$ cat src/hw/regulator_pkg.sv
// constants, register map and types for the charge switch regulator
package regulator_pkg;

	localparam int unsigned CLK_HZ = 250_000_000;
	localparam int unsigned PWM_RATE_HZ = 58;
	localparam int unsigned PWM_SLOTS = 256;
	// period rounds down slightly, so the rate sits a hair above 58 Hz
	localparam int unsigned PWM_SLOT_CYCLES = CLK_HZ / (PWM_RATE_HZ * PWM_SLOTS);
	localparam real HOLD_TIME_S = 0.25;
	localparam int unsigned HOLD_CYCLES = int'($ceil(HOLD_TIME_S * real'(CLK_HZ)));
	localparam int unsigned HOLD_W = 27;

	localparam int unsigned VOLT_W = 16;
	localparam int unsigned ADDR_W = 32;
	localparam int unsigned DATA_W = 32;
	localparam int unsigned DECODE_W = 8;

	localparam logic [7:0] CTRL_OFS = 8'h00;
	localparam logic [7:0] FUNC_OFS = 8'h04;
	localparam logic [7:0] HYSTERESIS_GAP_OFS = 8'h08;
	localparam logic [7:0] ALARM_OFS = 8'h0C;
	localparam logic [7:0] STATUS_OFS = 8'h10;
	localparam logic [7:0] IRQ_STATUS_OFS = 8'h14;
	localparam logic [7:0] IRQ_MASK_OFS = 8'h18;

	localparam int unsigned PROGRAM_SELECT_LSB = 0;
	localparam int unsigned MODE_LSB = 4;
	localparam int unsigned LOAD_FN_LSB = 0;
	localparam int unsigned RELAY_FN_LSB = 8;
	localparam int unsigned ST_SLOW_BIT = 0;
	localparam int unsigned ST_ALARM_BIT = 1;
	localparam int unsigned ST_MODE_LSB = 2;
	localparam int unsigned ST_DUTY_LSB = 8;

	localparam logic [2:0] USER_PROGRAM = 3'h4;
	localparam logic [1:0] FIXED_PWM_MODE = 2'h1;
	localparam logic [3:0] FN_ALARM = 4'h8;
	localparam logic [3:0] FN_ALARM_INV = 4'h9;
	localparam logic [3:0] FN_SHUNT = 4'hA;
	localparam logic [3:0] FN_SHUNT_INV = 4'hB;

	localparam logic [2:0] PROGRAM_SELECT_RST = 3'h1;
	localparam logic [1:0] MODE_RST = 2'h1;
	localparam logic [3:0] FN_RST = 4'h0;
	localparam logic [15:0] HYSTERESIS_GAP_RST = 16'h0100;
	localparam logic [15:0] ALARM_RST = 16'h0000;
	localparam logic [7:0] DUTY_RST = 8'h80;

	localparam int unsigned IRQ_W = 2;
	localparam int unsigned IRQ_ALARM = 0;
	localparam int unsigned IRQ_SWITCH = 1;

	typedef enum logic [1:0] {
		BUS_IDLE = 2'b01,
		BUS_READ = 2'b10
	} bus_state_t;

endpackage

$ cat src/hw/tick_divider.sv
// divider giving a one-cycle enable pulse every div clock cycles
module tick_divider #(
	parameter int unsigned DIV = 2
) (
	input wire logic clk,
	input wire logic nrst,
	output logic tick
);
	localparam int unsigned W = (DIV > 1) ? $clog2(DIV) : 1;
	logic [W-1:0] cnt;

	always_ff @(posedge clk) begin
		if (!nrst) begin
			cnt <= '0;
			tick <= 1'b0;
		end else if (cnt == W'(DIV - 1)) begin
			cnt <= '0;
			tick <= 1'b1;
		end else begin
			cnt <= cnt + 1'b1;
			tick <= 1'b0;
		end
	end
endmodule // tick_divider

$ cat src/hw/charge_switch_pwm_regulator.sv
// battery regulator: pwm or slow hysteresis switching, alarm outputs, ahb-lite registers
//
// The implementer's own choices: the register addresses and register access over AHB-Lite.
module charge_switch_pwm_regulator #(
	parameter int unsigned PWM_SLOT_CYCLES_P = regulator_pkg::PWM_SLOT_CYCLES,
	parameter int unsigned HOLD_CYCLES_P = regulator_pkg::HOLD_CYCLES
) (
	input wire logic clk,
	input wire logic nrst,
	input wire logic hsel,
	input wire logic [regulator_pkg::ADDR_W-1:0] haddr,
	input wire logic [1:0] htrans,
	input wire logic hwrite,
	input wire logic [2:0] hsize,
	input wire logic [regulator_pkg::DATA_W-1:0] hwdata,
	input wire logic hready,
	output logic hreadyout,
	output logic hresp,
	output logic [regulator_pkg::DATA_W-1:0] hrdata,
	input wire logic [regulator_pkg::VOLT_W-1:0] vbat,
	input wire logic [regulator_pkg::VOLT_W-1:0] charge_setpoint,
	output logic solar_switch,
	output logic load_switch,
	output logic relay_switch,
	output logic alarm_led,
	output logic irq
);
	import regulator_pkg::*;

	logic [2:0] program_select;
	logic [1:0] pwm_mode;
	logic [3:0] load_output_function;
	logic [3:0] relay_output_function;
	logic [VOLT_W-1:0] hysteresis_gap;
	logic [VOLT_W-1:0] alarm_level;
	logic [IRQ_W-1:0] irq_status;
	logic [IRQ_W-1:0] irq_mask;
	bus_state_t bus_state;
	logic wr_pend;
	logic [DECODE_W-1:0] bus_addr;
	logic addr_ok;
	logic [DATA_W-1:0] rd_mux;
	logic [1:0] eff_mode;
	logic battery_low;
	logic slow_on;
	logic [HOLD_W-1:0] hold_cnt;
	logic hold_done;
	logic [VOLT_W-1:0] turn_on_level;
	logic slow_change;
	logic slot_tick;
	logic [7:0] slot_cnt;
	logic [7:0] duty;
	logic pwm_high;
	logic [IRQ_W-1:0] irq_set;
	logic [IRQ_W-1:0] irq_clr;
	logic next_load;
	logic next_relay;

	// bus slave: writes complete with no wait, reads take one wait state
	assign addr_ok = hsel & htrans[1] & hready;

	always_ff @(posedge clk) begin
		if (!nrst) begin
			bus_state <= BUS_IDLE;
			wr_pend <= 1'b0;
			bus_addr <= '0;
			hreadyout <= 1'b1;
			hresp <= 1'b0;
			hrdata <= '0;
		end else begin
			wr_pend <= addr_ok & hwrite;
			if (addr_ok) begin
				bus_addr <= haddr[DECODE_W-1:0];
			end
			unique case (bus_state)
				BUS_IDLE: begin
					if (addr_ok && !hwrite) begin
						bus_state <= BUS_READ;
						hreadyout <= 1'b0;
					end
				end
				BUS_READ: begin
					// the wait lets a write in the previous data phase land first
					hrdata <= rd_mux;
					hreadyout <= 1'b1;
					bus_state <= BUS_IDLE;
				end
				default: begin
					bus_state <= BUS_IDLE;
					hreadyout <= 1'b1;
				end
			endcase
		end
	end

	always_comb begin
		rd_mux = '0;
		unique case (bus_addr)
			CTRL_OFS: begin
				rd_mux[PROGRAM_SELECT_LSB +: 3] = program_select;
				rd_mux[MODE_LSB +: 2] = pwm_mode;
			end
			FUNC_OFS: begin
				rd_mux[LOAD_FN_LSB +: 4] = load_output_function;
				rd_mux[RELAY_FN_LSB +: 4] = relay_output_function;
			end
			HYSTERESIS_GAP_OFS: rd_mux[VOLT_W-1:0] = hysteresis_gap;
			ALARM_OFS: rd_mux[VOLT_W-1:0] = alarm_level;
			STATUS_OFS: begin
				rd_mux[ST_SLOW_BIT] = slow_on;
				rd_mux[ST_ALARM_BIT] = alarm_led;
				rd_mux[ST_MODE_LSB +: 2] = eff_mode;
				rd_mux[ST_DUTY_LSB +: 8] = duty;
			end
			IRQ_STATUS_OFS: rd_mux[IRQ_W-1:0] = irq_status;
			IRQ_MASK_OFS: rd_mux[IRQ_W-1:0] = irq_mask;
			default: rd_mux = '0;
		endcase
	end

	// configuration registers
	always_ff @(posedge clk) begin
		if (!nrst) begin
			program_select <= PROGRAM_SELECT_RST;
			pwm_mode <= MODE_RST;
			load_output_function <= FN_RST;
			relay_output_function <= FN_RST;
			hysteresis_gap <= HYSTERESIS_GAP_RST;
			alarm_level <= ALARM_RST;
			irq_mask <= '0;
		end else if (wr_pend) begin
			unique case (bus_addr)
				CTRL_OFS: begin
					program_select <= hwdata[PROGRAM_SELECT_LSB +: 3];
					if (hwdata[PROGRAM_SELECT_LSB +: 3] == USER_PROGRAM) begin
						pwm_mode <= hwdata[MODE_LSB +: 2];
					end
				end
				FUNC_OFS: begin
					load_output_function <= hwdata[LOAD_FN_LSB +: 4];
					relay_output_function <= hwdata[RELAY_FN_LSB +: 4];
				end
				HYSTERESIS_GAP_OFS: hysteresis_gap <= hwdata[VOLT_W-1:0];
				ALARM_OFS: alarm_level <= hwdata[VOLT_W-1:0];
				IRQ_MASK_OFS: irq_mask <= hwdata[IRQ_W-1:0];
				default: ;
			endcase
		end
	end

	assign eff_mode = (program_select == USER_PROGRAM) ? pwm_mode : FIXED_PWM_MODE;

	assign turn_on_level = (charge_setpoint > hysteresis_gap) ?
		charge_setpoint - hysteresis_gap : '0;
	assign hold_done = hold_cnt >= HOLD_W'(HOLD_CYCLES_P - 1);
	assign slow_change = hold_done &&
		((slow_on && vbat >= charge_setpoint) || (!slow_on && vbat < turn_on_level));

	always_ff @(posedge clk) begin
		if (!nrst) begin
			slow_on <= 1'b0;
		end else if (slow_change) begin
			slow_on <= !slow_on;
		end
	end

	always_ff @(posedge clk) begin
		if (!nrst) begin
			hold_cnt <= '0;
		end else if (slow_change) begin
			hold_cnt <= '0;
		end else if (!hold_done) begin
			hold_cnt <= hold_cnt + 1'b1;
		end
	end

	// 58 Hz frame of 256 slots
	tick_divider #(
		.DIV(PWM_SLOT_CYCLES_P)
	) slot_div (
		.clk(clk),
		.nrst(nrst),
		.tick(slot_tick)
	);

	// duty walks one step per frame toward the set point
	always_ff @(posedge clk) begin
		if (!nrst) begin
			slot_cnt <= '0;
			duty <= DUTY_RST;
		end else if (slot_tick) begin
			slot_cnt <= slot_cnt + 1'b1;
			if (slot_cnt == 8'hFF) begin
				if (vbat >= charge_setpoint && duty != 8'h00) begin
					duty <= duty - 1'b1;
				end else if (vbat < charge_setpoint && duty != 8'hFF) begin
					duty <= duty + 1'b1;
				end
			end
		end
	end

	assign pwm_high = slot_cnt < duty;

	assign battery_low = vbat < alarm_level;

	always_comb begin
		next_load = 1'b0;
		unique case (load_output_function)
			FN_SHUNT: next_load = eff_mode[1] ? !pwm_high : !slow_on;
			FN_SHUNT_INV: next_load = slow_on;
			FN_ALARM: next_load = battery_low;
			FN_ALARM_INV: next_load = !battery_low;
			default: next_load = 1'b0;
		endcase
	end

	always_comb begin
		next_relay = 1'b0;
		unique case (relay_output_function)
			FN_SHUNT: next_relay = !slow_on;
			FN_SHUNT_INV: next_relay = slow_on;
			FN_ALARM: next_relay = battery_low;
			FN_ALARM_INV: next_relay = !battery_low;
			default: next_relay = 1'b0;
		endcase
	end

	always_ff @(posedge clk) begin
		if (!nrst) begin
			solar_switch <= 1'b0;
			load_switch <= 1'b0;
			relay_switch <= 1'b0;
			alarm_led <= 1'b0;
		end else begin
			solar_switch <= eff_mode[0] ? pwm_high : slow_on;
			load_switch <= next_load;
			relay_switch <= next_relay;
			alarm_led <= battery_low;
		end
	end

	// sticky events, a new event beats a clear in the same cycle
	assign irq_set[IRQ_ALARM] = battery_low & !alarm_led;
	assign irq_set[IRQ_SWITCH] = slow_change;
	assign irq_clr = (wr_pend && bus_addr == IRQ_STATUS_OFS) ? hwdata[IRQ_W-1:0] : '0;

	always_ff @(posedge clk) begin
		if (!nrst) begin
			irq_status <= '0;
		end else begin
			irq_status <= irq_set | (irq_status & ~irq_clr);
		end
	end

	always_ff @(posedge clk) begin
		if (!nrst) begin
			irq <= 1'b0;
		end else begin
			irq <= |(irq_status & irq_mask);
		end
	end
endmodule // charge_switch_pwm_regulator

$ cat config.mk
export PLATFORM = sky130hd
export DESIGN_NAME = charge_switch_pwm_regulator
export DESIGN_NICKNAME = d
export VERILOG_FILES = /design/src/hw/regulator_pkg.sv /design/src/hw/tick_divider.sv /design/src/hw/charge_switch_pwm_regulator.sv
export SDC_FILE = /design/constraint.sdc
export NUM_CORES = 1
export LEC_CHECK = 0
export BUFFER_PORTS_ARGS = -buffer_cell sky130_fd_sc_hd__buf_2
export CAP_MARGIN = 20
export CORE_UTILIZATION = 40
export DETAILED_ROUTE_END_ITERATION = 7
export HOLD_SLACK_MARGIN = 0.08
export REMOVE_ABC_BUFFERS = 1
export SYNTH_ARGS = -nofsm -noshare
export SYNTH_HDL_FRONTEND = slang
export SYNTH_SLANG_ARGS = --single-unit
export TNS_END_PERCENT = 100
$ cat constraint.sdc
create_clock -name clk -period 9.4 [get_ports clk]
set_input_delay 1.88 -clock clk [delete_from_list [all_inputs] [get_ports clk]]
set_output_delay 1.88 -clock clk [all_outputs]
set_load 0.02 [all_outputs]
Word-level counts from Yosys, hierarchy flattened. Index checks and enable logic that the tools add are counted.

Output and inout port bits: 39. Memory bits (writable): 0. Memories: 0. Word-level logic and storage cells: 111. ROM bits: 0. Bits in latches: 0. Bits in registers: 142.

Add/subtract/negate cells: 6. Reductions and logical operators: 27. Equality and inequality tests: 21. Divide/modulo/power cells: 0. Multipliers: 0. Bitwise gates (word level): 9. Muxes and demuxes: 17. Shift operators: 0. Order comparisons: 7.

Operator list (count): 16-bit less-than comparator (3); 4-bit == test, second input constant (8); 27-bit by 1-bit adder with 27-bit output, second input constant (1); 27-bit by 26-bit >= comparator with 1-bit output, second input constant (1); 8-bit by 5-bit == test with 1-bit output, second input constant (3); 8-bit by 1-bit adder with 8-bit output, second input constant (2); 8-bit by 4-bit == test with 1-bit output, second input constant (2); 16-bit >= comparator (1); 16-bit greater-than comparator (1); 16-bit 2-to-1 mux (1); 8-bit 2-to-1 mux (2); 4-bit one-hot mux with 4 select lines (1); 16-bit subtractor (1); 15-bit by 1-bit adder with 15-bit output, second input constant (1); 15-bit == test, second input constant (1); 2-bit one-hot mux with 7 select lines (1); 1-bit one-hot mux with 4 select lines (3); 4-bit one-hot mux with 3 select lines (1); 2-bit AND reduction (6); 8-bit by 3-bit == test with 1-bit output, second input constant (1); 8-bit == test, second input constant (1); 8-bit logical NOT (1); 8-bit less-than comparator (1); 8-bit inequality test, second input constant (1); 21 further kinds (42).

Depth between registers and ports, before layout. Gate-level depths: netlist of run 1.

Depth after elaboration: 7. Depth in mapped cells: 22. Gate-level depth less buffers: 19.

Hierarchy. Synthesis of run 1 repeated with hierarchy kept, for this count alone.

Cell total of the unflattened synthesis: 1095. Area total of the unflattened synthesis: 8839.7 µm².

Modules (own cells, without submodules): charge_switch_pwm_regulator (cells each 1016, area each 8125.3 µm², instances 1, seq. area each 2502.4 µm²); tick_divider (cells each 79, area each 714.4 µm², instances 1, seq. area each 320.3 µm²).

Worst setup path after synthesis of run 1. OpenSTA, ideal clock, no wires.

Path type: input port to flip-flop. From: in charge_setpoint[0] in the netlist's numbering. To: reg hold_cnt[14]. Arrival time: 5466 ps. Path slack: 3816 ps. Data required time: 9281 ps. Stages: 22. Cell sequence: inv_1 > ha_1 > inv_1 > fa_1 > a21o_1 > a21o_1 > a21oi_1 > o21ai_0 > a21oi_1 > a31oi_1 > clkbuf_1 > nand2_1 > ha_1 > a21o_1 > a21o_1 > a211oi_1 > o21a_1 > o21ai_0 > nor4_1 > buf_2 > buf_4 > nor3_2.

Cells in the longest elaborated chain, start to end: 7. Elaborated cells on any way between the ends: 10. Classes of those cells: add/sub (1); order compare (3); mux (1); reduce/logical (5).

RTL lines: from (decl) (RTL line charge_switch_pwm_regulator.sv:21) `input wire logic [regulator_pkg::VOLT_W-1:0] charge_setpoint,`; 16-bit subtractor / 16-bit greater-than comparator (equally long branches) (RTL line charge_switch_pwm_regulator.sv:154, charge_switch_pwm_regulator.sv:153); 16-bit 2-to-1 mux (RTL line charge_switch_pwm_regulator.sv:153) `assign turn_on_level = (charge_setpoint > hysteresis_gap) ?`; 16-bit less-than comparator (RTL line charge_switch_pwm_regulator.sv:157) `((slow_on && vbat >= charge_setpoint) || (!slow_on && vbat < turn_on_level));`; 1-bit logical AND (RTL line charge_switch_pwm_regulator.sv:157); 1-bit logical OR (*) (RTL line charge_switch_pwm_regulator.sv:157); 1-bit logical AND (*) (RTL line charge_switch_pwm_regulator.sv:156) `assign slow_change = hold_done &&`; 2-bit OR reduction (no source line) (*); to (signal assigned) (RTL line charge_switch_pwm_regulator.sv:173) `hold_cnt <= hold_cnt + 1'b1;`; to (decl) (RTL line charge_switch_pwm_regulator.sv:46) `logic [HOLD_W-1:0] hold_cnt;`.

Every way passes the cells marked *; elsewhere a longest branch is shown, timed or not. A chain may end at the register's enable or synchronous reset.

Final worst setup path of run 1.
From: in charge_setpoint[0] in the netlist's numbering. To: reg hold_cnt[2].

Same word-level chain as after synthesis.

==> impl_summary.log, run 1 <==
[metrics] status: finished, final reports clean
[metrics] iteration-0 DRC count of the detailed router: 430
[metrics] critical path's largest stage delay: about 0.44 ns
[metrics] ratio of routed vias to standard cells: between 5 and 6
[metrics] kind of end point of the critical path: flip-flop
[metrics] clock sink count: around 140
[metrics] number of violations of the max-capacitance limit: 0
[metrics] type of the worst min-delay path: reg2reg
[metrics] slack of the worst reg-to-reg path: 4.90 ns
[metrics] clock buffers created by TritonCTS: 17
[metrics] number of antenna-violating nets in the routed design: 0
[metrics] cell accounting for the most synthesized area: dfxtp_1
[metrics] crit path launch type: input port
[metrics] maximum number of pins on one net before global-route repair: between 80 and 90
[metrics] area fraction in compound gates after synthesis: between 15 and 20%
[metrics] post-CTS setup repair buffer count: 0
[metrics] number of global-route vias before repair: between 7000 and 8000
[metrics] total number of nets in the final design: between 1000 and 1500
[metrics] Worst slew margin: approximately a third
[metrics] sequential cell area fraction in the yosys report: 32.3%
[metrics] TritonCTS clock tree: yes
[metrics] HP Start: bus_addr[7]
[metrics] later-pin clock latency in the skew report: approximately 0.44 ns
[metrics] most frequent cell after synthesis: dfxtp_1
[metrics] delay-heaviest family, CP: compound AO/OA/AOI/OAI gates
[metrics] Synth Area in XOR/XNOR: 5.40%
[metrics] non-filler instance count after layout: between 1000 and 1500
[metrics] leakage power figure: 4.05 nW
[metrics] unrepaired setup endpoints after global routing: no
[metrics] source of the worst register-to-register timing path: hysteresis_gap[0]
[metrics] # resized after CTS: 0
[metrics] largest family of logic cells by synthesized area: simple AND/OR/NAND/NOR gates
[metrics] cell at the root of the clock tree: clkbuf_16
[metrics] path type of the worst setup path: in2reg
[metrics] Cell Chain, Critical Path: buf_2, inv_1, ha_1, inv_1, fa_1, a21o_1, a21o_1, a21oi_1, o21ai_0, a21oi_1, a31oi_1, buf_4, nand2_1, ha_1, a21o_1, a21o_1, a211oi_1, o21a_1, o21ai_0, nor4_2, buf_4, nor3_1
[metrics] arrival time of the worst setup path: about 6 ns
[metrics] top cells by count, synth: 141 x dfxtp_1, 129 x nand2_1, 91 x a21oi_1
[metrics] dpl hpwl: around 17000 um
[metrics] highest ir drop seen on vdd: around 0.12 mV
[metrics] area share of the largest cell type after synthesis: about a third
[metrics] total of endpoints with negative setup slack in the final report: 0
[metrics] share of flip-flops with an asynchronous set or reset: 0%
[metrics] R2R Path End: hold_cnt[2]
[metrics] growth of design area from synthesis to finish: 13.5%
[metrics] Period minus WS final: about 5.7 ns
[metrics] final max-slew violation count: 0
[metrics] number of synthesized flops with an enable pin: 0
[metrics] synthesized netlist cell count: roughly 1100
[metrics] Tcrit/Tclk final: about three fifths
[metrics] routed wirelength normalized by instance count: between 15 and 20 um
[metrics] number of levels in the clock H-tree: 4
[metrics] worst hold endpoint: bus_addr[7]
[metrics] global-route wire length before repair: ~38000 um
[metrics] standard cell core area: between 0.02 and 0.025 sq mm
[metrics] cell repeated most along the worst path: a21o_1
[metrics] Reg clk slew, reported paths: ~0.060 ns
[metrics] proportion of synthesized area in mux cells: between 1.5 and 2%
[metrics] DRC violation count after routing: 0
[metrics] Reg2Reg Depth: 20
[metrics] site row count: 53
[metrics] slew at the pin closest to its max-slew limit: 1.02 ns
[metrics] detailed-route via count: 7845
[metrics] final wirelength: between 20000 and 25000 um
[metrics] library cells used by synthesis: 63
[metrics] Hold Violations, Final: 0
[metrics] top flip-flop cell by instance count after synthesis: dfxtp_1
[metrics] final core area utilization: a little under half
[metrics] effective utilization at floorplan: between 40% and 50%
[metrics] CTS Hold Bufs: 0
[metrics] pwr/cell area: 144 mW/mm^2
[metrics] die footprint: between 0.02 and 0.025 sq mm
[metrics] Sum Neg Setup Slack: 0 ns
[metrics] synthesized area per cell: around 8 sq um
[metrics] Setup Skew: 0.0190 ns
[metrics] cell depth of the worst min-delay path: 2
[metrics] Yosys warnings: 0
[metrics] CTS max path bufs: 2
[metrics] height of the die: about 150 um
[metrics] highest net fanout along the worst path: 29
[metrics] library cell contributing the largest single delay on the critical path: buf_4
[metrics] aggregate global routing overflow: 0
[metrics] share of synthesized cell area in and, or, nand and nor gates: 24.1%
[metrics] count of input and output buffers: between 80 and 90
[metrics] I/O pin total: 145
[metrics] placer congestion estimate: 0.866
[metrics] required arrival time at the worst endpoint: roughly 9.7 ns
[metrics] Syn Std Cell Area: between 0.008 and 0.009 sq mm
[metrics] fmax: ~0.18 GHz
[metrics] die width: 150 um
[metrics] buffering stage count on the worst path with inverters included: 5
[metrics] antenna violations before repair: 1
[metrics] total routing resource utilization after global routing: 21.2%
[metrics] Seq cells post-synth: around 140
[metrics] area share of fa/ha/maj cells after synthesis: between 10% and 20%
[metrics] cell total after placement: ~1400
[metrics] number of iterations in the first detailed-routing pass: 5
[metrics] fraction of final layout cells sized beyond drive strength 1: between 10 and 15%
[metrics] cell types with the largest area share after synthesis: dfxtp_1 32%, ha_1 11%, nand2_1 5.5%
-- sequential cells by signal, summed over array words and instances, names as in the netlist, 2 cells and up --
register               cells
alarm_level               16
bus_addr                   8
bus_state                  2
duty                       8
hold_cnt                  27
hrdata                    16
hysteresis_gap            16
irq_mask                   2
irq_status                 2
load_output_function       4
program_select             3
pwm_mode                   2
relay_output_function      4
slot_cnt                   8
slot_div.cnt              15
-- power by group --
| group | total (mW) | internal (mW) | switching [mW] |
|---|---|---|---|
| combinational | 0.161 | 0.0621 | 0.0992 |
| sequential | 0.607 | 0.602 | 0.00471 |
| clock | 0.662 | 0.384 | 0.279 |
-- per-stage QoR --
| stage | power, mW | hold WS [ns] | setup slack [ns] | instance area [sq um] |
|---|---|---|---|---|
| final | 1.43 | 0.459 | 3.72 | 9930 |
| after global routing | 1.49 | 0.480 | 3.41 | 9930 |
| after CTS | 1.44 | 0.461 | 3.74 | 9930 |
| after detailed placement | 0.781 | 0.452 | 3.29 | 9350 |
| after global placement | 0.778 | 0.444 | 3.35 | 9350 |
| after floorplan | 0.726 | 0.418 | 0.806 | 8480 |
-- routing by layer --
layer  GRT usage, %  part of all wire (%)  up-vias
met5              0                     0        -
met4           6.62                   1.6        0
met3           4.57                   5.4       29
met2           33.2                    45      178
met1           28.9                    48     3647
li1               -                     -     3991
-- cells in the final DEF (no fill, tap or decap), types with 5 or more instances in the layout --
| master | instances |
|---|---|
| dfxtp_1 | 140 |
| nand2_1 | 129 |
| a21oi_1 | 91 |
| buf_2 | 83 |
| nor2_1 | 81 |
| ha_1 | 79 |
| nand3_1 | 73 |
| inv_1 | 72 |
| xor2_1 | 37 |
| o21ai_0 | 32 |
| a22oi_1 | 26 |
| nand4_1 | 22 |
| nor3_2 | 20 |
| nor3_1 | 19 |
| xnor2_1 | 17 |
| conb_1 | 17 |
| clkbuf_16 | 17 |
| and3_1 | 16 |
| a21o_1 | 16 |
| nand2b_1 | 12 |
| mux2i_1 | 12 |
| buf_4 | 12 |
| o21a_1 | 11 |
| a211oi_1 | 9 |
| a222oi_1 | 9 |
| nor4_1 | 8 |
| and4_1 | 7 |
| o211ai_1 | 7 |
| o2111ai_1 | 7 |
| nand3b_1 | 6 |
| inv_6 | 6 |
| or3_1 | 5 |
-- worst max path at each step --
stage | cells past startpoint | to | slack [ns] | startpoint
2_1_floorplan | 19 | hold_cnt[0] | 0.81 | charge_setpoint[0]
3_3_place_gp | 17 | duty[7] | 3.35 | vbat[11]
3_5_place_dp | 22 | hold_cnt[3] | 3.29 | charge_setpoint[0]
4_1_cts | 22 | hold_cnt[0] | 3.74 | charge_setpoint[0]
5_1_grt | 22 | hold_cnt[0] | 3.41 | charge_setpoint[0]
6_report | 22 | hold_cnt[2] | 3.72 | charge_setpoint[0]
-- kinds of logic after synthesis --
logic type                 count (synthesis)
buffers and inverters                    137
DFF                                      141
xor gates and xnor gates                  54
other                                      1
and+or+nand+nor                          421
adders and majority gates                 81
AOI/OAI and AO/OA                        242
muxes                                     14
-- cell type report --
type	count	area, sq um
fill	2176	11300
multi-input combinational	829	5400
sequential	141	2820
timing repair buffer	95	505
clock buffer	19	453
tap	275	344
inverter	73	274
clock inverter	13	129
antenna	1	2.50
-- worst reg2reg max path, stage by stage, from the launching register on --
cell,delay (ns)
dfxtp_1,0.40
ha_1,0.20
inv_1,0.05
fa_1,0.40
a21o_1,0.18
a21o_1,0.21
a21oi_1,0.33
o21ai_0,0.18
a21oi_1,0.16
a31oi_1,0.05
buf_4,0.20
nand2_1,0.08
ha_1,0.24
a21o_1,0.18
a21o_1,0.17
a211oi_1,0.27
o21a_1,0.14
o21ai_0,0.10
nor4_2,0.25
buf_4,0.44
nor3_1,0.13
(Power assumes the default switching activity.)
==> inputs of run 2 (changes only) <==
==> constraint.sdc (replaced) <==
create_clock -name clk -period 6 [get_ports clk]
set_input_delay 1.2 -clock clk [delete_from_list [all_inputs] [get_ports clk]]
set_output_delay 1.2 -clock clk [all_outputs]
set_load 0.02 [all_outputs]
==> run 2 against run 1 <==
Combinational power rose by 58%. Global-route usage shrank 0.27 points. Critical endpoint is now irq_status[1]. Via count is 0.40% lower. Sequential share of layout area barely moved. Critical path type unchanged. First-iteration DRC count increased by 11%.
==> impl_summary.log, run 2 (synthesized netlist as in run 1, its figures left out) <==
[metrics] status: finished, final reports clean
[metrics] iteration-0 DRC count of the detailed router: 478 (+11%)
[metrics] relative contribution of combinational cells to total power: 11.2% (about the same)
[metrics] antenna violations before repair: 2 (+1)
[metrics] path type of the worst setup path: in2reg
[metrics] Most flops, register: hold_cnt
[metrics] growth of design area from synthesis to finish: 13.6% (about the same)
[metrics] fraction of final layout cells sized beyond drive strength 1: 13.4% (-0.17 points)
[metrics] site row count: 53 (unchanged)
[metrics] DRC violation count after routing: 0 (unchanged)
[metrics] pwr/cell area: 228 mW/mm^2 (+58%)
[metrics] total routing resource utilization after global routing: 20.9% (-0.27 points)
[metrics] Hold Violations, Final: 0 (unchanged)
[metrics] top library cells by usage in the layout, fill and taps aside: 140 x dfxtp_1, 129 x nand2_1, 91 x a21oi_1
[metrics] R2R Path End: irq_status[1]
[metrics] required arrival time at the worst endpoint: 6.36 ns (-3.34 ns)
[metrics] TritonCTS clock tree: yes
[metrics] fmax: approximately 0.2 GHz
[metrics] switching share of power: 25.8% (-0.92 points)
[metrics] I/O pin total: 145 (unchanged)
[metrics] ratio of routed vias to standard cells: 5.40 (-0.40%)
[metrics] die footprint: 0.0225 sq mm (unchanged)
[metrics] # resized after CTS: 0 (unchanged)
[metrics] Period minus WS final: 4.99 ns
[metrics] cell at the root of the clock tree: clkbuf_16
[metrics] Tcrit/Tclk final: between 80 and 90%
[metrics] post-route total power: 2.27 mW (+58%)
[metrics] number of levels in the clock H-tree: 4 (unchanged)
[metrics] clock buffers created by TritonCTS: 17 (unchanged)
[metrics] number of violations of the max-capacitance limit: 0 (unchanged)
[metrics] dpl hpwl: 16700 um (+0.85%)
[metrics] kind of end point of the critical path: flip-flop
[metrics] detailed-route via count: 7814 (-0.40%)
[metrics] highest ir drop seen on vdd: 0.202 mV (+70%)
[metrics] number of iterations in the first detailed-routing pass: 6 (+1)
[metrics] Sum Neg Setup Slack: 0 ns (unchanged)
[metrics] worst hold endpoint: bus_addr[6]
[metrics] later-pin clock latency in the skew report: 0.42 ns (-0.02 ns)
[metrics] slack of the worst reg-to-reg path: 1.53 ns (-3.37 ns)
[metrics] commonest non-fill, non-tap cell in the layout: dfxtp_1
[metrics] sequential power share: 41.9% (-0.5 points)
[metrics] CTS max path bufs: 2 (unchanged)
[metrics] final max-slew violation count: 0 (unchanged)
[metrics] global-route wire length before repair: 37000 um (-2.1%)
[metrics] maximum number of pins on one net before global-route repair: 82 (unchanged)
[metrics] leakage power figure: 4.06 nW (+0.19%)
[metrics] final wirelength: 22800 um (-0.59%)
[metrics] routed wirelength normalized by instance count: 15.7 um (-0.59%)
[metrics] PnR worst setup slack: 1.01 ns (-2.70 ns)
[metrics] placer congestion estimate: 0.839 (-3.1%)
[metrics] highest net fanout along the worst path: 29 (unchanged)
[metrics] die width: 150 um (unchanged)
[metrics] source of the worst register-to-register timing path: hysteresis_gap[0]
[metrics] Int Pwr: 1.68 mW (+60%)
[metrics] Worst slew margin: 29.0% (-2.7 points)
[metrics] Setup Skew: 0.0101 ns (-0.00894 ns)
[metrics] arrival time of the worst setup path: 5.34 ns (-0.65 ns)
[metrics] Clock power frac: 46.9% (+0.6 points)
[metrics] net switching power of the design: 0.586 mW (+53%)
[metrics] total number of nets in the final design: 1344 (unchanged)
[metrics] flip-flop count of the largest register after layout: 27 (unchanged)
[metrics] clock sink count: 141 (unchanged)
[metrics] final core area utilization: 46.8% (about the same)
[metrics] number of antenna-violating nets in the routed design: 0 (unchanged)
[metrics] post-CTS setup repair buffer count: 0 (unchanged)
[metrics] unrepaired setup endpoints after global routing: no
[metrics] Reg clk slew, reported paths: 0.06 ns (about the same)
[metrics] cell depth of the worst min-delay path: 2 (unchanged)
[metrics] aggregate global routing overflow: 0 (unchanged)
[metrics] slew at the pin closest to its max-slew limit: 1.06 ns (+0.0400 ns)
[metrics] HP Start: bus_addr[6]
[metrics] crit path launch type: input port
[metrics] standard cell core area: 0.0212 sq mm (unchanged)
[metrics] setup slack at placement: 0.612 ns (-2.67 ns)
[metrics] type of the worst min-delay path: reg2reg
[metrics] worst hold margin: 0.456 ns (-0.00256 ns)
[metrics] Reg2Reg Depth: 20 (unchanged)
[metrics] number of global-route vias before repair: 7119 (-4.2%)
[metrics] height of the die: 150 um (unchanged)
[metrics] effective utilization at floorplan: 41.2% (unchanged)
[metrics] count of input and output buffers: 83 (unchanged)
[metrics] total of endpoints with negative setup slack in the final report: 0 (unchanged)
[metrics] CTS Hold Bufs: 0 (unchanged)
-- run 2: layout make-up --
class                           instances  area (sq um)
Fill cell                            2152         11300
Tap cell                              275           344
Clock inverter                         11           130
Multi-Input combinational cell        829          5400
Clock buffer                           21           460
Sequential cell                       141          2820
Timing Repair Buffer                   95           505
Inverter                               73           274
Antenna cell                            1          2.50
-- run 2: metrics by stage --
stage | cell area [sq um] | std cells
4_1_cts | 9940 | 1445
6_report | 9940 | 1446
3_5_place_dp | 9350 | 1413
5_1_grt | 9940 | 1445
2_1_floorplan | 8480 | 1043
3_3_place_gp | 9350 | 1413
-- run 2: routing by layer --
| layer | vias to the layer above | wire length (um) | global-route usage [%] |
|---|---|---|---|
| li1 | 3993 | - | - |
| met1 | 3640 | 11000 | 28.8 |
| met2 | 168 | 10400 | 33.5 |
| met3 | 11 | 1120 | 4.48 |
| met4 | 2 | 157 | 4.14 |
| met5 | - | 8 | 0 |
-- run 2: power groups by stage --
stage	combinational, mW	sequential, mW	clock (mW)
2_1_floorplan	0.165	0.972	0
3_3_place_gp	0.250	0.971	0
3_5_place_dp	0.254	0.972	0
4_1_cts	0.255	0.951	1.08
5_1_grt	0.288	0.952	1.13
6_report	0.254	0.951	1.06
-- run 2: worst max-delay path, cell delays in order --
cell	delay (ns)
buf_2	0.11
inv_1	0.05
ha_1	0.16
inv_1	0.06
fa_1	0.40
a21o_1	0.17
a21o_1	0.21
a21oi_1	0.34
o21ai_0	0.18
a21oi_1	0.17
a31oi_1	0.05
buf_4	0.19
nand2_1	0.07
ha_1	0.24
a21o_1	0.18
a21o_1	0.17
a211oi_1	0.27
o21a_1	0.14
o21ai_0	0.10
nor4_2	0.23
buf_4	0.43
o21a_1	0.19
-- run 2: how the worst max path moves through the flow --
| stage | from | endpoint | slack [ns] | cells after the start |
|---|---|---|---|---|
| after floorplan | charge_setpoint[0] | hold_cnt[0] | -1.91 | 19 |
| after CTS | charge_setpoint[0] | hold_cnt[2] | 1.05 | 22 |
| after global placement | charge_setpoint[0] | hold_cnt[1] | 0.65 | 22 |
| after detailed placement | charge_setpoint[0] | hold_cnt[2] | 0.61 | 22 |
| after global routing | charge_setpoint[0] | hold_cnt[0] | 0.77 | 22 |
| final | charge_setpoint[0] | irq_status[1] | 1.01 | 22 |
==> inputs of run 3 (changes only) <==
==> constraint.sdc (replaced) <==
create_clock -name clk -period 4.4 [get_ports clk]
set_input_delay 0.88 -clock clk [delete_from_list [all_inputs] [get_ports clk]]
set_output_delay 0.88 -clock clk [all_outputs]
set_load 0.02 [all_outputs]
==> run 3 against run 2 <==
Sequential share of layout area down 1.5 points. First-iteration DRC count up 22%. Non-clock buffer count up 57. Worst hold slack better by 0.0026 ns. Sequential power up 37%. Die area unchanged. Total power up 40%. Critical path type unchanged. Largest power group unchanged.
==> impl_summary.log, run 3 (synthesized netlist as in run 1, its figures left out) <==
[metrics] post-route total power: 3.18 mW (+40%)
[metrics] crit path launch type: input port
[metrics] global-route wire length before repair: 37400 um (+1.2%)
[metrics] Worst slew margin: 35.1% (+6.1 points)
[metrics] Tcrit/Tclk final: 94.9%
[metrics] total of endpoints with negative setup slack in the final report: 0 (unchanged)
[metrics] flip-flop count of the largest register after layout: 27 (unchanged)
[metrics] arrival time of the worst setup path: 4.49 ns (-0.85 ns)
[metrics] library cell contributing the largest single delay on the critical path: or2_2
[metrics] standard cell core area: 0.0212 sq mm (unchanged)
[metrics] fmax: approximately 0.24 GHz
[metrics] highest ir drop seen on vdd: 0.290 mV (+43%)
[metrics] placer congestion estimate: 0.868 (+3.4%)
[metrics] routed wirelength normalized by instance count: 15.6 um (-0.91%)
[metrics] kind of end point of the critical path: flip-flop
[metrics] Hold Violations, Final: 0 (unchanged)
[metrics] number of fill cells: 2105 (-2.2%)
[metrics] total number of nets in the final design: 1401 (+4.2%)
[metrics] final wirelength: 23400 um (+2.9%)
[metrics] Most flops, register: hold_cnt
[metrics] number of antenna-violating nets in the routed design: 0 (unchanged)
[metrics] growth of design area from synthesis to finish: 20.0%
[metrics] pwr/cell area: 302 mW/mm^2 (+33%)
[metrics] I/O pin total: 145 (unchanged)
[metrics] wire length on met3: 1140 um (+2.0%)
[metrics] number of global-route vias before repair: 7385 (+3.7%)
[metrics] effective utilization at floorplan: 41.2% (unchanged)
[metrics] die width: 150 um (unchanged)
[metrics] final max-slew violation count: 0 (unchanged)
[metrics] routed wl met2: 10600 um (+1.8%)
[metrics] aggregate global routing overflow: 0 (unchanged)
[metrics] iteration-0 DRC count of the detailed router: 583 (+22%)
[metrics] Placed Instance Area: 0.00974 sq mm (+4.2%)
[metrics] count of input and output buffers: 83 (unchanged)
[metrics] Period minus WS final: about 4.2 ns
[metrics] Cell Chain, Critical Path: buf_2, ha_1, a21oi_1, o21ai_1, a221oi_2, buf_4, o21ai_1, or2_2, nand2_1, inv_1, ha_1, a21o_1, a21oi_2, o221ai_1, a21o_1, a21oi_1, mux2i_1, mux2_2
[metrics] CTS Hold Bufs: 0 (unchanged)
[metrics] source of the worst register-to-register timing path: hysteresis_gap[2]
[metrics] wl on met1: 11300 um (+2.8%)
[metrics] worst hold endpoint: bus_addr[7]
[metrics] PnR worst setup slack: 0.223 ns (-0.792 ns)
[metrics] highest net fanout along the worst path: 3 (-90%)
[metrics] total routing resource utilization after global routing: 21.0% (+0.053 points)
[metrics] slack of the worst reg-to-reg path: 0.34 ns (-1.19 ns)
[metrics] die footprint: 0.0225 sq mm (unchanged)
[metrics] sequential standard cell area: 0.00282 sq mm (unchanged)
[metrics] TritonCTS clock tree: yes
[metrics] area of combinational cells with multiple inputs: 0.00546 sq mm (+1.1%)
[metrics] DRC violation count after routing: 0 (unchanged)
[metrics] critical path's largest stage delay: 0.36 ns (-0.07 ns)
[metrics] Setup Skew: 0.00932 ns (-0.000754 ns)
[metrics] path type of the worst setup path: in2reg
[metrics] DR top layer: met4
[metrics] site row count: 53 (unchanged)
[metrics] setup slack at placement: -0.365 ns (-0.978 ns)
[metrics] clock buffers created by TritonCTS: 17 (unchanged)
[metrics] design area: 0.0105 sq mm (+5.7%)
[metrics] number of violations of the max-capacitance limit: 0 (unchanged)
[metrics] dpl hpwl: 17000 um (+1.7%)
[metrics] number of levels in the clock H-tree: 4 (unchanged)
[metrics] Reg2Reg Depth: 19 (-5.0%)
[metrics] status: finished, final reports clean
[metrics] type of the worst min-delay path: reg2reg
[metrics] required arrival time at the worst endpoint: 4.71 ns (-1.65 ns)
[metrics] slew at the pin closest to its max-slew limit: 0.970 ns (-0.0907 ns)
[metrics] R2R Path End: hold_cnt[10]
[metrics] maximum number of pins on one net before global-route repair: 82 (unchanged)
[metrics] leakage power figure: 4.37 nW (+7.7%)
[metrics] cell at the root of the clock tree: clkbuf_16
[metrics] later-pin clock latency in the skew report: 0.42 ns (about the same)
[metrics] fraction of final layout cells sized beyond drive strength 1: 18.2% (+4.8 points)
[metrics] clock sink count: 141 (unchanged)
[metrics] CTS max path bufs: 2 (unchanged)
[metrics] top library cells by usage in the layout, fill and taps aside: 140 x dfxtp_1, 129 x nand2_1, 87 x a21oi_1
[metrics] ratio of routed vias to standard cells: 5.39 (-0.34%)
[metrics] detailed-route via count: 8089 (+3.5%)
[metrics] height of the die: 150 um (unchanged)
[metrics] cell depth of the worst min-delay path: 2 (unchanged)
[metrics] HP Start: bus_addr[7]
[metrics] Reg clk slew, reported paths: 0.06 ns (about the same)
[metrics] commonest non-fill, non-tap cell in the layout: dfxtp_1
[metrics] number of iterations in the first detailed-routing pass: 5 (-1)
[metrics] antenna violations before repair: 0 (-2)
[run 3: worst max-delay path by stage]
stage / end / startpoint / slack, ns
6_report: duty[7] / vbat[11] / 0.22
2_1_floorplan: hold_cnt[0] / charge_setpoint[0] / -3.19
3_5_place_dp: hold_cnt[2] / charge_setpoint[0] / -0.37
4_1_cts: hold_cnt[3] / charge_setpoint[0] / 0.03
3_3_place_gp: hold_cnt[1] / charge_setpoint[0] / -0.33
5_1_grt: hold_cnt[12] / charge_setpoint[0] / -0.02
[run 3: power breakdown]
| part | leakage (nW) | switching [mW] | total, mW | internal, mW |
|---|---|---|---|---|
| Combinational | 2.93 | 0.226 | 0.402 | 0.176 |
| Sequential | 1.14 | 0.00986 | 1.30 | 1.29 |
| Clock | 0.299 | 0.546 | 1.48 | 0.932 |
| Total | 4.37 | 0.782 | 3.18 | 2.40 |
[run 3: what timing repair did]
item,in CTS,in global routing
buffers inserted,0,3
resized for setup,0,16
setup endpoints to repair,0,30
endpoints found under the hold margin,0,0
[run 3: worst max-delay path: cells and delay by family]
family | cells | cell delay (ns)
muxes | 2 | 0.57
AOI/OAI and AO/OA | 9 | 1.60
adders and majority gates | 2 | 0.60
and+or+nand+nor | 2 | 0.48
buffers and inverters | 3 | 0.36
[run 3: cell type report]
type	instances	share of cell area, %
well taps	275	3.28
diodes	1	0.0238
multi-input cells	829	52.0
clock inverters	10	1.32
inverters	73	2.61
clock buffers	21	4.48
flip-flops and latches	141	26.9
repair buffers	152	9.44
[run 3: per-stage QoR]
stage | setup TNS (ns) | hold slack, ns | util [%] | cells
3_3_place_gp | -9.51 | 0.446 | 45.9 | 1464
3_5_place_dp | -10.44 | 0.450 | 45.9 | 1464
6_report | 0 | 0.459 | 49.5 | 1502
2_1_floorplan | -89.96 | 0.418 | - | 1043
5_1_grt | -0.220 | 0.486 | 49.5 | 1501
4_1_cts | 0 | 0.458 | 48.8 | 1495
[run 3: routing by layer]
layer,up-vias,track usage (%)
met1,3751,29.2
met4,0,5.20
met2,204,33.1
li1,4113,-
met5,-,0
met3,21,4.05
